[src/include/rtcac_cfg.svh]
// offsets, field codes, reset values and counts of the alarm comparator
// Notes on behaviour
// - latch and counter values are BCD bytes
// - latch value 204 means don't care
// - don't care field matches every counter value
// - control value 1 enables latch alarm
// - reading status clears its pending bits
// - status shows alarm when all fields newly match and control enables the alarm
// - day of week counts Sunday as 1
// - month counts January as 1
// - index port, then data two above
// - control at index 17, status 16
`ifndef RTCAC_CFG_SVH
`define RTCAC_CFG_SVH

// avalon byte addresses (index times four)
`define RTCAC_PORT_INDEX_IDX   4'h0
`define RTCAC_PORT_DATA_IDX    4'h2
`define RTCAC_ADDR_INDEX       6'h00
`define RTCAC_ADDR_DATA        6'h08

// internal register indices
`define RTCAC_IDX_CNT_FIRST    5'h02
`define RTCAC_IDX_CNT_LAST     5'h07
`define RTCAC_IDX_LATCH_FIRST  5'h0a
`define RTCAC_IDX_LATCH_LAST   5'h0f
`define RTCAC_IDX_STATUS       5'h10
`define RTCAC_IDX_CONTROL      5'h11

`define RTCAC_DONT_CARE        8'hcc
`define RTCAC_LATCH_RST        8'h00
`define RTCAC_CTRL_RST         8'h00
`define RTCAC_STATUS_RST       8'h00
`define RTCAC_INDEX_RST        5'h00
`define RTCAC_ALARM_BIT        0
`define RTCAC_NUM_FIELDS       6
`define RTCAC_DATA_W           8

`endif

[src/include/rtcac_pkg.sv]
// types shared by the alarm comparator modules
package rtcac_pkg;

  typedef enum logic [1:0]
  {
    RTCAC_IDLE = 2'b01,
    RTCAC_ACK  = 2'b10
  } rtcac_bus_state_type;

  // field order of latches and counters, lowest byte first
  typedef enum logic [2:0]
  {
    RTCAC_F_SEC   = 3'h0,
    RTCAC_F_MIN   = 3'h1,
    RTCAC_F_HOUR  = 3'h2,
    RTCAC_F_DOW   = 3'h3,
    RTCAC_F_DATE  = 3'h4,
    RTCAC_F_MONTH = 3'h5
  } rtcac_field_type;

endpackage

[src/include/rtcac_core_if.sv]
// links the bus front end to the comparator and the interrupt logic
`timescale 1ns/1ps
`default_nettype none
interface rtcac_core_if;
  logic                        latch_we;
  rtcac_pkg::rtcac_field_type  field_sel;
  logic [7:0]                  wdata;
  logic [47:0]                 latch_q;
  logic                        match;
  logic                        ctrl_we;
  logic [7:0]                  ctrl_q;
  logic [7:0]                  status_q;
  logic [7:0]                  status_clr;
  logic                        irq_next;

  modport top
  (
    output latch_we, field_sel, wdata, ctrl_we, status_clr,
    input  latch_q, match, ctrl_q, status_q, irq_next
  );
  modport cmp
  (
    input  latch_we, field_sel, wdata,
    output latch_q, match
  );
  modport irq
  (
    input  ctrl_we, wdata, status_clr, match,
    output ctrl_q, status_q, irq_next
  );
endinterface
`default_nettype wire

[src/verilog/rtcac_compare.sv]
// alarm latches and the field-by-field compare against the counters
`timescale 1ns/1ps
`default_nettype none
`include "rtcac_cfg.svh"
module rtcac_compare #(
  parameter int NUM_FIELDS = `RTCAC_NUM_FIELDS
) (
  input  wire logic        mclk_i,
  input  wire logic        srst_i,
  input  wire logic [47:0] count_i,
  rtcac_core_if.cmp        core
);

  initial
  begin
    if (NUM_FIELDS != 6)
      $error("rtcac_compare serves exactly six fields");
  end

  logic [7:0]            latch_reg [NUM_FIELDS];
  logic [NUM_FIELDS-1:0] hit;
  logic                  match_reg;

  // raw byte compare: both sides are bcd, so no conversion here
  function automatic logic field_hit(input logic [7:0] latch, input logic [7:0] count);
    field_hit = (latch == `RTCAC_DONT_CARE) || (latch == count);
  endfunction

  genvar g;
  generate
    for (g = 0; g < NUM_FIELDS; g = g + 1)
    begin : gen_field
      always_ff @(posedge mclk_i)
      begin
        if (srst_i)
          latch_reg[g] <= `RTCAC_LATCH_RST;
        else if (core.latch_we && (core.field_sel == 3'(g)))
          latch_reg[g] <= core.wdata;
      end
      assign hit[g]                 = field_hit(latch_reg[g], count_i[8*g +: 8]);
      assign core.latch_q[8*g +: 8] = latch_reg[g];
    end
  endgenerate

  // registered so the edge detect downstream sees a clean level
  always_ff @(posedge mclk_i)
  begin
    if (srst_i)
      match_reg <= 1'b0;
    else
      match_reg <= &hit;
  end

  assign core.match = match_reg;

endmodule
`default_nettype wire

[src/verilog/rtcac_irq.sv]
// interrupt control, sticky status and interrupt level
`timescale 1ns/1ps
`default_nettype none
`include "rtcac_cfg.svh"
module rtcac_irq (
  input  wire logic mclk_i,
  input  wire logic srst_i,
  rtcac_core_if.irq core
);

  logic [7:0] ctrl_reg;
  logic [7:0] status_reg;
  logic [7:0] status_next;
  logic [7:0] set_bits;
  logic       match_prev_reg;

  always_ff @(posedge mclk_i)
  begin
    if (srst_i)
      ctrl_reg <= `RTCAC_CTRL_RST;
    else if (core.ctrl_we)
      ctrl_reg <= core.wdata;
  end

  always_ff @(posedge mclk_i)
  begin
    if (srst_i)
      match_prev_reg <= 1'b0;
    else
      match_prev_reg <= core.match;
  end

  // only a fresh match counts, so a match that lasts a second fires once
  always_comb
  begin
    set_bits                  = 8'h00;
    set_bits[`RTCAC_ALARM_BIT] = core.match && !match_prev_reg
                                 && ctrl_reg[`RTCAC_ALARM_BIT];
    // clear only what the read reported; a new set wins
    status_next = (status_reg & ~core.status_clr) | set_bits;
  end

  always_ff @(posedge mclk_i)
  begin
    if (srst_i)
      status_reg <= `RTCAC_STATUS_RST;
    else
      status_reg <= status_next;
  end

  assign core.ctrl_q   = ctrl_reg;
  assign core.status_q = status_reg;
  assign core.irq_next = |(status_next & ctrl_reg);

endmodule
`default_nettype wire

[src/verilog/rtcac_top.sv]
// avalon slave with indexed port pair in front of the alarm comparator
`timescale 1ns/1ps
`default_nettype none
`include "rtcac_cfg.svh"
module rtcac_top (
  input  wire logic        mclk_i,
  input  wire logic        srst_i,
  input  wire logic [5:0]  avs_address_i,
  input  wire logic        avs_read_i,
  input  wire logic        avs_write_i,
  input  wire logic [31:0] avs_writedata_i,
  input  wire logic [3:0]  avs_byteenable_i,
  output logic [31:0]      avs_readdata_o,
  output logic             avs_waitrequest_o,
  input  wire logic [7:0]  cnt_sec_i,
  input  wire logic [7:0]  cnt_min_i,
  input  wire logic [7:0]  cnt_hour_i,
  input  wire logic [7:0]  cnt_dow_i,
  input  wire logic [7:0]  cnt_date_i,
  input  wire logic [7:0]  cnt_month_i,
  output logic             irq_o,
  output logic             alarm_match_o
);

  rtcac_core_if core ();

  rtcac_pkg::rtcac_bus_state_type state_reg;
  logic [4:0]  index_reg;
  logic [7:0]  rd_byte;
  logic [7:0]  rd_clr_reg;
  logic [31:0] readdata_reg;
  logic        waitrequest_reg;
  logic        irq_reg;
  logic        alarm_match_reg;
  logic [47:0] count;
  logic        take;
  logic        wr_ok;
  logic        hit_index;
  logic        hit_data;

  // day of week counts from 1 = Sunday, month from 1 = January
  assign count = {cnt_month_i, cnt_date_i, cnt_dow_i,
                  cnt_hour_i, cnt_min_i, cnt_sec_i};

  function automatic logic in_range(input logic [4:0] idx, input logic [4:0] lo,
                                    input logic [4:0] hi);
    in_range = (idx >= lo) && (idx <= hi);
  endfunction

  // read value of the selected internal register
  always_comb
  begin
    rd_byte = 8'h00;
    if (in_range(index_reg, `RTCAC_IDX_CNT_FIRST, `RTCAC_IDX_CNT_LAST))
      rd_byte = count[8*(index_reg - `RTCAC_IDX_CNT_FIRST) +: 8];
    else if (in_range(index_reg, `RTCAC_IDX_LATCH_FIRST, `RTCAC_IDX_LATCH_LAST))
      rd_byte = core.latch_q[8*(index_reg - `RTCAC_IDX_LATCH_FIRST) +: 8];
    else if (index_reg == `RTCAC_IDX_STATUS)
      rd_byte = core.status_q;
    else if (index_reg == `RTCAC_IDX_CONTROL)
      rd_byte = core.ctrl_q;
  end

  assign hit_index = (avs_address_i == `RTCAC_ADDR_INDEX);
  assign hit_data  = (avs_address_i == `RTCAC_ADDR_DATA);
  assign take      = (state_reg == rtcac_pkg::RTCAC_ACK);
  assign wr_ok     = take && avs_write_i && avs_byteenable_i[0];

  // one wait cycle, then the request is taken on the acknowledge edge
  always_ff @(posedge mclk_i)
  begin
    if (srst_i)
      state_reg <= rtcac_pkg::RTCAC_IDLE;
    else
    begin
      case (state_reg)
        rtcac_pkg::RTCAC_IDLE:
          if (avs_read_i || avs_write_i)
            state_reg <= rtcac_pkg::RTCAC_ACK;
        rtcac_pkg::RTCAC_ACK:
          state_reg <= rtcac_pkg::RTCAC_IDLE;
        default:
          state_reg <= rtcac_pkg::RTCAC_IDLE;
      endcase
    end
  end

  always_ff @(posedge mclk_i)
  begin
    if (srst_i)
      waitrequest_reg <= 1'b1;
    else
      waitrequest_reg <= !((state_reg == rtcac_pkg::RTCAC_IDLE)
                           && (avs_read_i || avs_write_i));
  end

  // data and the bits it reported are captured together
  always_ff @(posedge mclk_i)
  begin
    if (srst_i)
    begin
      readdata_reg <= 32'h0000_0000;
      rd_clr_reg   <= 8'h00;
    end
    else if ((state_reg == rtcac_pkg::RTCAC_IDLE) && avs_read_i)
    begin
      if (hit_index)
        readdata_reg <= {27'h0000000, index_reg};
      else if (hit_data)
        readdata_reg <= {24'h000000, rd_byte};
      else
        readdata_reg <= 32'h0000_0000;
      rd_clr_reg <= (hit_data && index_reg == `RTCAC_IDX_STATUS) ? core.status_q : 8'h00;
    end
  end

  always_ff @(posedge mclk_i)
  begin
    if (srst_i)
      index_reg <= `RTCAC_INDEX_RST;
    else if (wr_ok && hit_index)
      index_reg <= avs_writedata_i[4:0];
  end

  assign core.wdata      = avs_writedata_i[7:0];
  assign core.latch_we   = wr_ok && hit_data
                           && in_range(index_reg, `RTCAC_IDX_LATCH_FIRST, `RTCAC_IDX_LATCH_LAST);
  assign core.field_sel  = rtcac_pkg::rtcac_field_type'(3'(index_reg - `RTCAC_IDX_LATCH_FIRST));
  assign core.ctrl_we    = wr_ok && hit_data && (index_reg == `RTCAC_IDX_CONTROL);
  // side effect lands on the edge that completes the read
  assign core.status_clr = (take && avs_read_i) ? rd_clr_reg : 8'h00;

  always_ff @(posedge mclk_i)
  begin
    if (srst_i)
    begin
      irq_reg         <= 1'b0;
      alarm_match_reg <= 1'b0;
    end
    else
    begin
      irq_reg         <= core.irq_next;
      alarm_match_reg <= core.match;
    end
  end

  rtcac_compare #(
    .NUM_FIELDS (`RTCAC_NUM_FIELDS)
  ) u_compare (
    .mclk_i  (mclk_i),
    .srst_i  (srst_i),
    .count_i (count),
    .core    (core.cmp)
  );

  rtcac_irq u_irq (
    .mclk_i (mclk_i),
    .srst_i (srst_i),
    .core   (core.irq)
  );

  assign avs_readdata_o    = readdata_reg;
  assign avs_waitrequest_o = waitrequest_reg;
  assign irq_o             = irq_reg;
  assign alarm_match_o     = alarm_match_reg;

endmodule
`default_nettype wire

[config.mk]
export PLATFORM = sky130hd
export DESIGN_NAME = rtcac_top
export DESIGN_NICKNAME = d
export VERILOG_FILES = /design/src/include/rtcac_pkg.sv /design/src/include/rtcac_core_if.sv /design/src/verilog/rtcac_compare.sv /design/src/verilog/rtcac_irq.sv /design/src/verilog/rtcac_top.sv
export VERILOG_INCLUDE_DIRS = /design/src /design/src/include
export SDC_FILE = /design/constraint.sdc
export NUM_CORES = 1
export LEC_CHECK = 0
export ABC_AREA = 0
export CAP_MARGIN = 20
export CORE_ASPECT_RATIO = 0.5
export CORE_UTILIZATION = 35
export DETAILED_ROUTE_END_ITERATION = 8
export DONT_BUFFER_PORTS = 1
export GPL_TIMING_DRIVEN = 0
export PLACE_DENSITY_LB_ADDON = 0.3
export SETUP_SLACK_MARGIN = 0.02
export SYNTH_ARGS = -nofsm -noshare
export SYNTH_HDL_FRONTEND = slang
export SYNTH_SLANG_ARGS = --single-unit
[constraint.sdc]
create_clock -name mclk_i -period 3 [get_ports mclk_i]
set_input_delay 0.6 -clock mclk_i [delete_from_list [all_inputs] [get_ports mclk_i]]
set_output_delay 0.6 -clock mclk_i [all_outputs]
set_load 0.01 [all_outputs]
Yosys cells after proc, flatten, opt, wreduce, memory -nomap -nowiden --
Memory sizes are Yosys's and may differ from the RTL's. Cells that the tools add are included.
Word-level totals: bits in registers 67, RAM bits 48, input port bits 94, output and inout bits 35, word-level logic and storage cells 121, memories 1
Memories:
- u_compare.latch_reg | depth 6, bits a word 8, rd ports 6, clocked after Yosys merged registers in 0, wr ports 6, line rtcac_compare.sv:20 | logic [7:0] latch_reg [NUM_FIELDS];
Cells by class: add/subtract/negate cells 3, $lt $le $gt $ge 4, equal/unequal tests 22, shifts and indexed selects 2, mux-type cells 34, bitwise operators 11, reductions and logical operators 34
Operators with widths (count):
- 8-bit two-way mux | 14
- 48-bit by 33-bit variable part select with 8-bit output | 2
- 8-bit == test | 6
- 8-bit == test (second input constant) | 6
- 1-bit logical AND | 20
- 1-bit two-way mux | 20
- 8-bit AND | 2
- 5-bit == test (second input constant) | 2
- 8-bit inverter | 1
- 8-bit by 1-bit bitwise OR with 8-bit output | 1
- 8-bit OR reduction | 1
- 1-bit logical OR | 7
- 3-bit by 2-bit == test with 1-bit output (second input constant) | 2
- 3-bit == test (second input constant) | 2
- 6-bit by 4-bit == test with 1-bit output (second input constant) | 1
- 6-bit zero test | 1
- 1-bit bitwise OR | 6
- 6-bit AND reduction | 1
- 5-bit by 2-bit subtractor with 6-bit output (second input constant) | 1
- 5-bit by 4-bit subtractor with 6-bit output (second input constant) | 1
- 5-bit by 2-bit >= comparator with 1-bit output (second input constant) | 1
- 5-bit by 4-bit >= comparator with 1-bit output (second input constant) | 1
- 5-bit by 3-bit <= comparator with 1-bit output (second input constant) | 1
- 5-bit by 4-bit <= comparator with 1-bit output (second input constant) | 1
- 8 further kinds | 9

Depth between registers and ports, before layout --
word-level depth 10, depth in mapped cells 11, gate-level depth less buffers 7

Hierarchy --
From an unflattened synthesis, not the netlist that was laid out.
Second synthesis, totals: cell total of the unflattened synthesis 538, area, all modules 5600.4 um2
Modules (own cells, without submodules):
- rtcac_compare | times used 1, cells an instance 207, area an instance 2615.0 um2, seq. area each 1461.4 um2
- rtcac_top | times used 1, cells an instance 272, area an instance 2339.7 um2, seq. area each 520.5 um2
- rtcac_irq | times used 1, cells an instance 59, area an instance 645.6 um2, seq. area each 340.3 um2

Least setup slack after synthesis --
Ideal clock, no wire load.
path type register -> register, start register index_reg[1], end memory u_compare.latch_reg[1][0], enable pin, library setup time 375 ps, data arrival time 2632 ps, data required time 2625 ps, path slack -7 ps, stages on the path, launching flop included 10, buffers on the path 4, period minus slack after synthesis 3007 ps, cell sequence dfxtp_1 buf_2 buf_1 inv_1 ha_1 clkbuf_1 inv_1 clkbuf_1 or2_1 o21bai_1
RTL lines:
- start, declared | line rtcac_top.sv:28 | logic [4:0] index_reg;
- start signal, assigned | line rtcac_top.sv:120 | index_reg <= `RTCAC_INDEX_RST;
- start signal, assigned | line rtcac_top.sv:122 | index_reg <= avs_writedata_i[4:0];
- end, declared | line rtcac_compare.sv:20

==> impl_metrics.tcl <==
set metrics [dict create \
    via_count 4192 \
    die_w_um 180 \
    portBuffers 0 \
    drc 5 \
    synth-edff-count 48 \
    period_needed_ns 2.83 \
    crit_path_start_kind "input port" \
    drt-total-wl_mm 16.0 \
    syn_area_sq_mm 0.00553 \
    synth_top_cell_by_area "edfxtp_1" \
    grtUsageMet3_pct 3.51 \
    yosysUniqueCellTypes 58 \
    cts_max_level 3 \
    met2_usage_pct 31.7 \
    fmax_mhz 353 \
    start_util_pct 35.8 \
    grt_overflow 0 \
    critPathMaxFanout 8 \
    ys.flop_type "edfxtp_1" \
    hold_viol 0 \
    ant_nets 0 \
    cp.arrival_ns 2.86 \
    finalMaxSlewViolations 0 \
    cts.sinks 91 \
    grt_pass1_wl_mm 24.6 \
    hpwlAfterDp_mm 12.3 \
    cts_root_buf "clkbuf_16" \
    grt_pass1_vias 4021 \
    critical_path.cell_chain "or4_1 > buf_2 > nor4_1 > o2111ai_2 > or2_4 > o21bai_4" \
    drive_gt1_share_pct 16.7 \
    cts_made_buffers 9 \
    peakVddDrop_mv 0.209 \
    gr-max-usage-layer "met2" \
    grt_start_max_net_pins 18 \
    die_area_sq_mm 0.0163 \
    ys_seq_elements 91 \
    crit_type "input port to register" \
    cp.required_ns 3.02 \
    netlist_top_cells_area "edfxtp_1 (26%), dfxtp_1 (16%), mux2i_1 (6.5%)" \
    synth-async-reset-ratio_pct 0 \
    nets 661 \
    crit_path_top_delay_cell "or4_1" \
    row_count 32 \
    ys.warnings.count 0 \
    io_pins 129 \
    insertion_delay_ns 0.35 \
    setup_ws_ns 0.165 \
    setup_tns_ns 0 \
    cts_tree "done" \
    end_kind "register" \
    wl_per_cell_um 20.8 \
    status "complete, but fails checks" \
    seq_area_frac_synth_pct 41.7 \
    use_met1_pct 27.9 \
    skew_ns 0.0128 \
    min_path_type "input port to register" \
    max_cap_violations 0 \
    antenna_cells 0 \
    violations "DRC" \
    p_per_area_mw_per_mm2 440 \
    leakage_nw 2.10 \
    max_stage_delay_ns 0.49 \
    path_clk_slew_ns 0.07 \
    synth_cells 531 \
    worst_pin_slew_ns 0.892 \
    core_sq_mm 0.0154 \
    clk_path_buf_depth 2 \
    post-route-period-util_pct 94.5 \
    first_pass_iters 9 \
    area_delta_synth_final_pct 12.9 \
    track_usage_pct 20.2 \
    synth_top_area_share_pct 26.1 \
    rsz0062_at_grt "true" \
    antenna_found_initial 0 \
    largest_register_ff_count 48 \
    dp_slack_ns -0.832 \
    die_h_um 90.8 \
    post_cts_buffers 0 \
    synthesis.area_per_instance_sq_um 10.4 \
    crit_family "simple AND/OR/NAND/NOR gates" \
    worst_slew_margin_rel_pct 40.1 \
    globalplace.congestion 0.930 \
    path_buf_inv 1 \
    drt-initial-drc-count 398 \
    cts_hold_buf 0 \
    via_per_inst 5.42 \
    setup_viol_count_final 0 \
]
[worst reg2reg max path, cell delays in order (launching register included)]
cell,delay (ns)
dfxtp_1,0.35
buf_2,0.22
clkbuf_4,0.27
inv_1,0.19
ha_4,0.39
buf_4,0.24
mux4_2,0.37
a22oi_1,0.27
nor2_1,0.07
a211oi_1,0.18
a211oi_1,0.12
[stage by stage]
| stage | hold slack (ns) | util [%] | area (sq um) | cells | total power, W |
|---|---|---|---|---|---|
| final | 0.346 | 40.5 | 6240 | 773 | 0.00274 |
| after global routing | 0.354 | 40.5 | 6240 | 773 | 0.00282 |
| after CTS | 0.344 | 40.4 | 6230 | 774 | 0.00275 |
| after detailed placement | 0.457 | 38.1 | 5870 | 759 | 0.00161 |
| after global placement | 0.450 | 38.1 | 5870 | 758 | 0.00161 |
| after floorplan | 0.430 | - | 5610 | 554 | 0.00156 |
[final timing paths]
check	end	slack [ns]	startpoint	depth (start not counted)
max	u_compare.latch_reg[2][4]	0.17	avs_address_i[0]	6
max reg2reg	avs_readdata_o[6]	0.20	index_reg[1]	10
min reg2reg	u_irq.core.status_q[1]	0.46	u_irq.core.status_q[1]	2
min	state_reg[0]	0.35	avs_write_i	1
[area by class of cell]
type	count	area, sq um
clock buffer	10	250
tap	204	255
inverter	10	37.5
multi-input combinational	404	3050
buffer	47	285
timing repair buffer	1	3.75
clock inverter	6	51.3
sequential	91	2300
fill	1532	9180
[timing repair]
item | CTS | global route
gates resized for setup | 14 | 4
endpoints found under the setup margin | 104 | 76
pin swaps | 0 | 0
cloned | 0 | 0
[cell usage in the layout, fill, tap and decap left out, drive strengths merged, types with 6 or more instances in the layout]
cell type,count
nor2,53
and2,48
edfxtp,48
dfxtp,43
xor2,40
mux2i,36
buf,34
conb,24
clkbuf,24
nor4,21
nand2,20
a211oi,20
a22oi,16
inv,14
mux2,13
nor4bb,12
a21oi,11
mux4,8
xnor2,8
nand4b,6
or2,6
[metal layers]
| metal | vias up | share of wire [%] |
|---|---|---|
| met5 | - | 0 |
| met4 | 0 | 2.7 |
| met2 | 193 | 44 |
| met3 | 25 | 7.7 |
| met1 | 1991 | 45 |
| li1 | 1983 | - |
[cell families (layout without fill, tap and decap cells)]
family | Yosys count | in the layout | synth area share (%)
adders and majority gates | 4 | 4 | 0.861
xor gates and xnor gates | 48 | 48 | 7.61
AOI/OAI and AO/OA | 83 | 83 | 11.2
muxes | 57 | 57 | 12.4
buffers and inverters | 59 | 74 | 5.75
DFF | 91 | 91 | 41.7
other | 1 | 24 | 0.0679
and+or+nand+nor | 188 | 188 | 20.4
[Yosys cell counts, types with 5 or more instances]
library cell   n
buf_4         24
inv_1          9
nand4b_1       6
nor2_1        53
buf_2          5
or2_2          5
a211oi_1      20
xnor2_1        8
mux4_2         8
nor4_2         8
buf_1          5
nor4_1        12
o22ai_1        5
and2_1        48
a22oi_1       16
edfxtp_1      48
a22o_1         5
xor2_1        40
dfxtp_1       43
clkbuf_1      15
a21oi_1       11
a221oi_1       5
mux2i_1       36
nor4bb_1      12
mux2_2        13
nand2_1       20
[power by group]
| group | switching (W) | internal, W | total [W] |
|---|---|---|---|
| Clock | 0.000522 | 0.000629 | 0.00115 |
| Combinational | 0.000104 | 0.0000964 | 0.000200 |
| Sequential | 0.0000447 | 0.00135 | 0.00139 |
| Total | 0.000670 | 0.00207 | 0.00274 |
No activity file was read; power rests on OpenSTA's default activity.
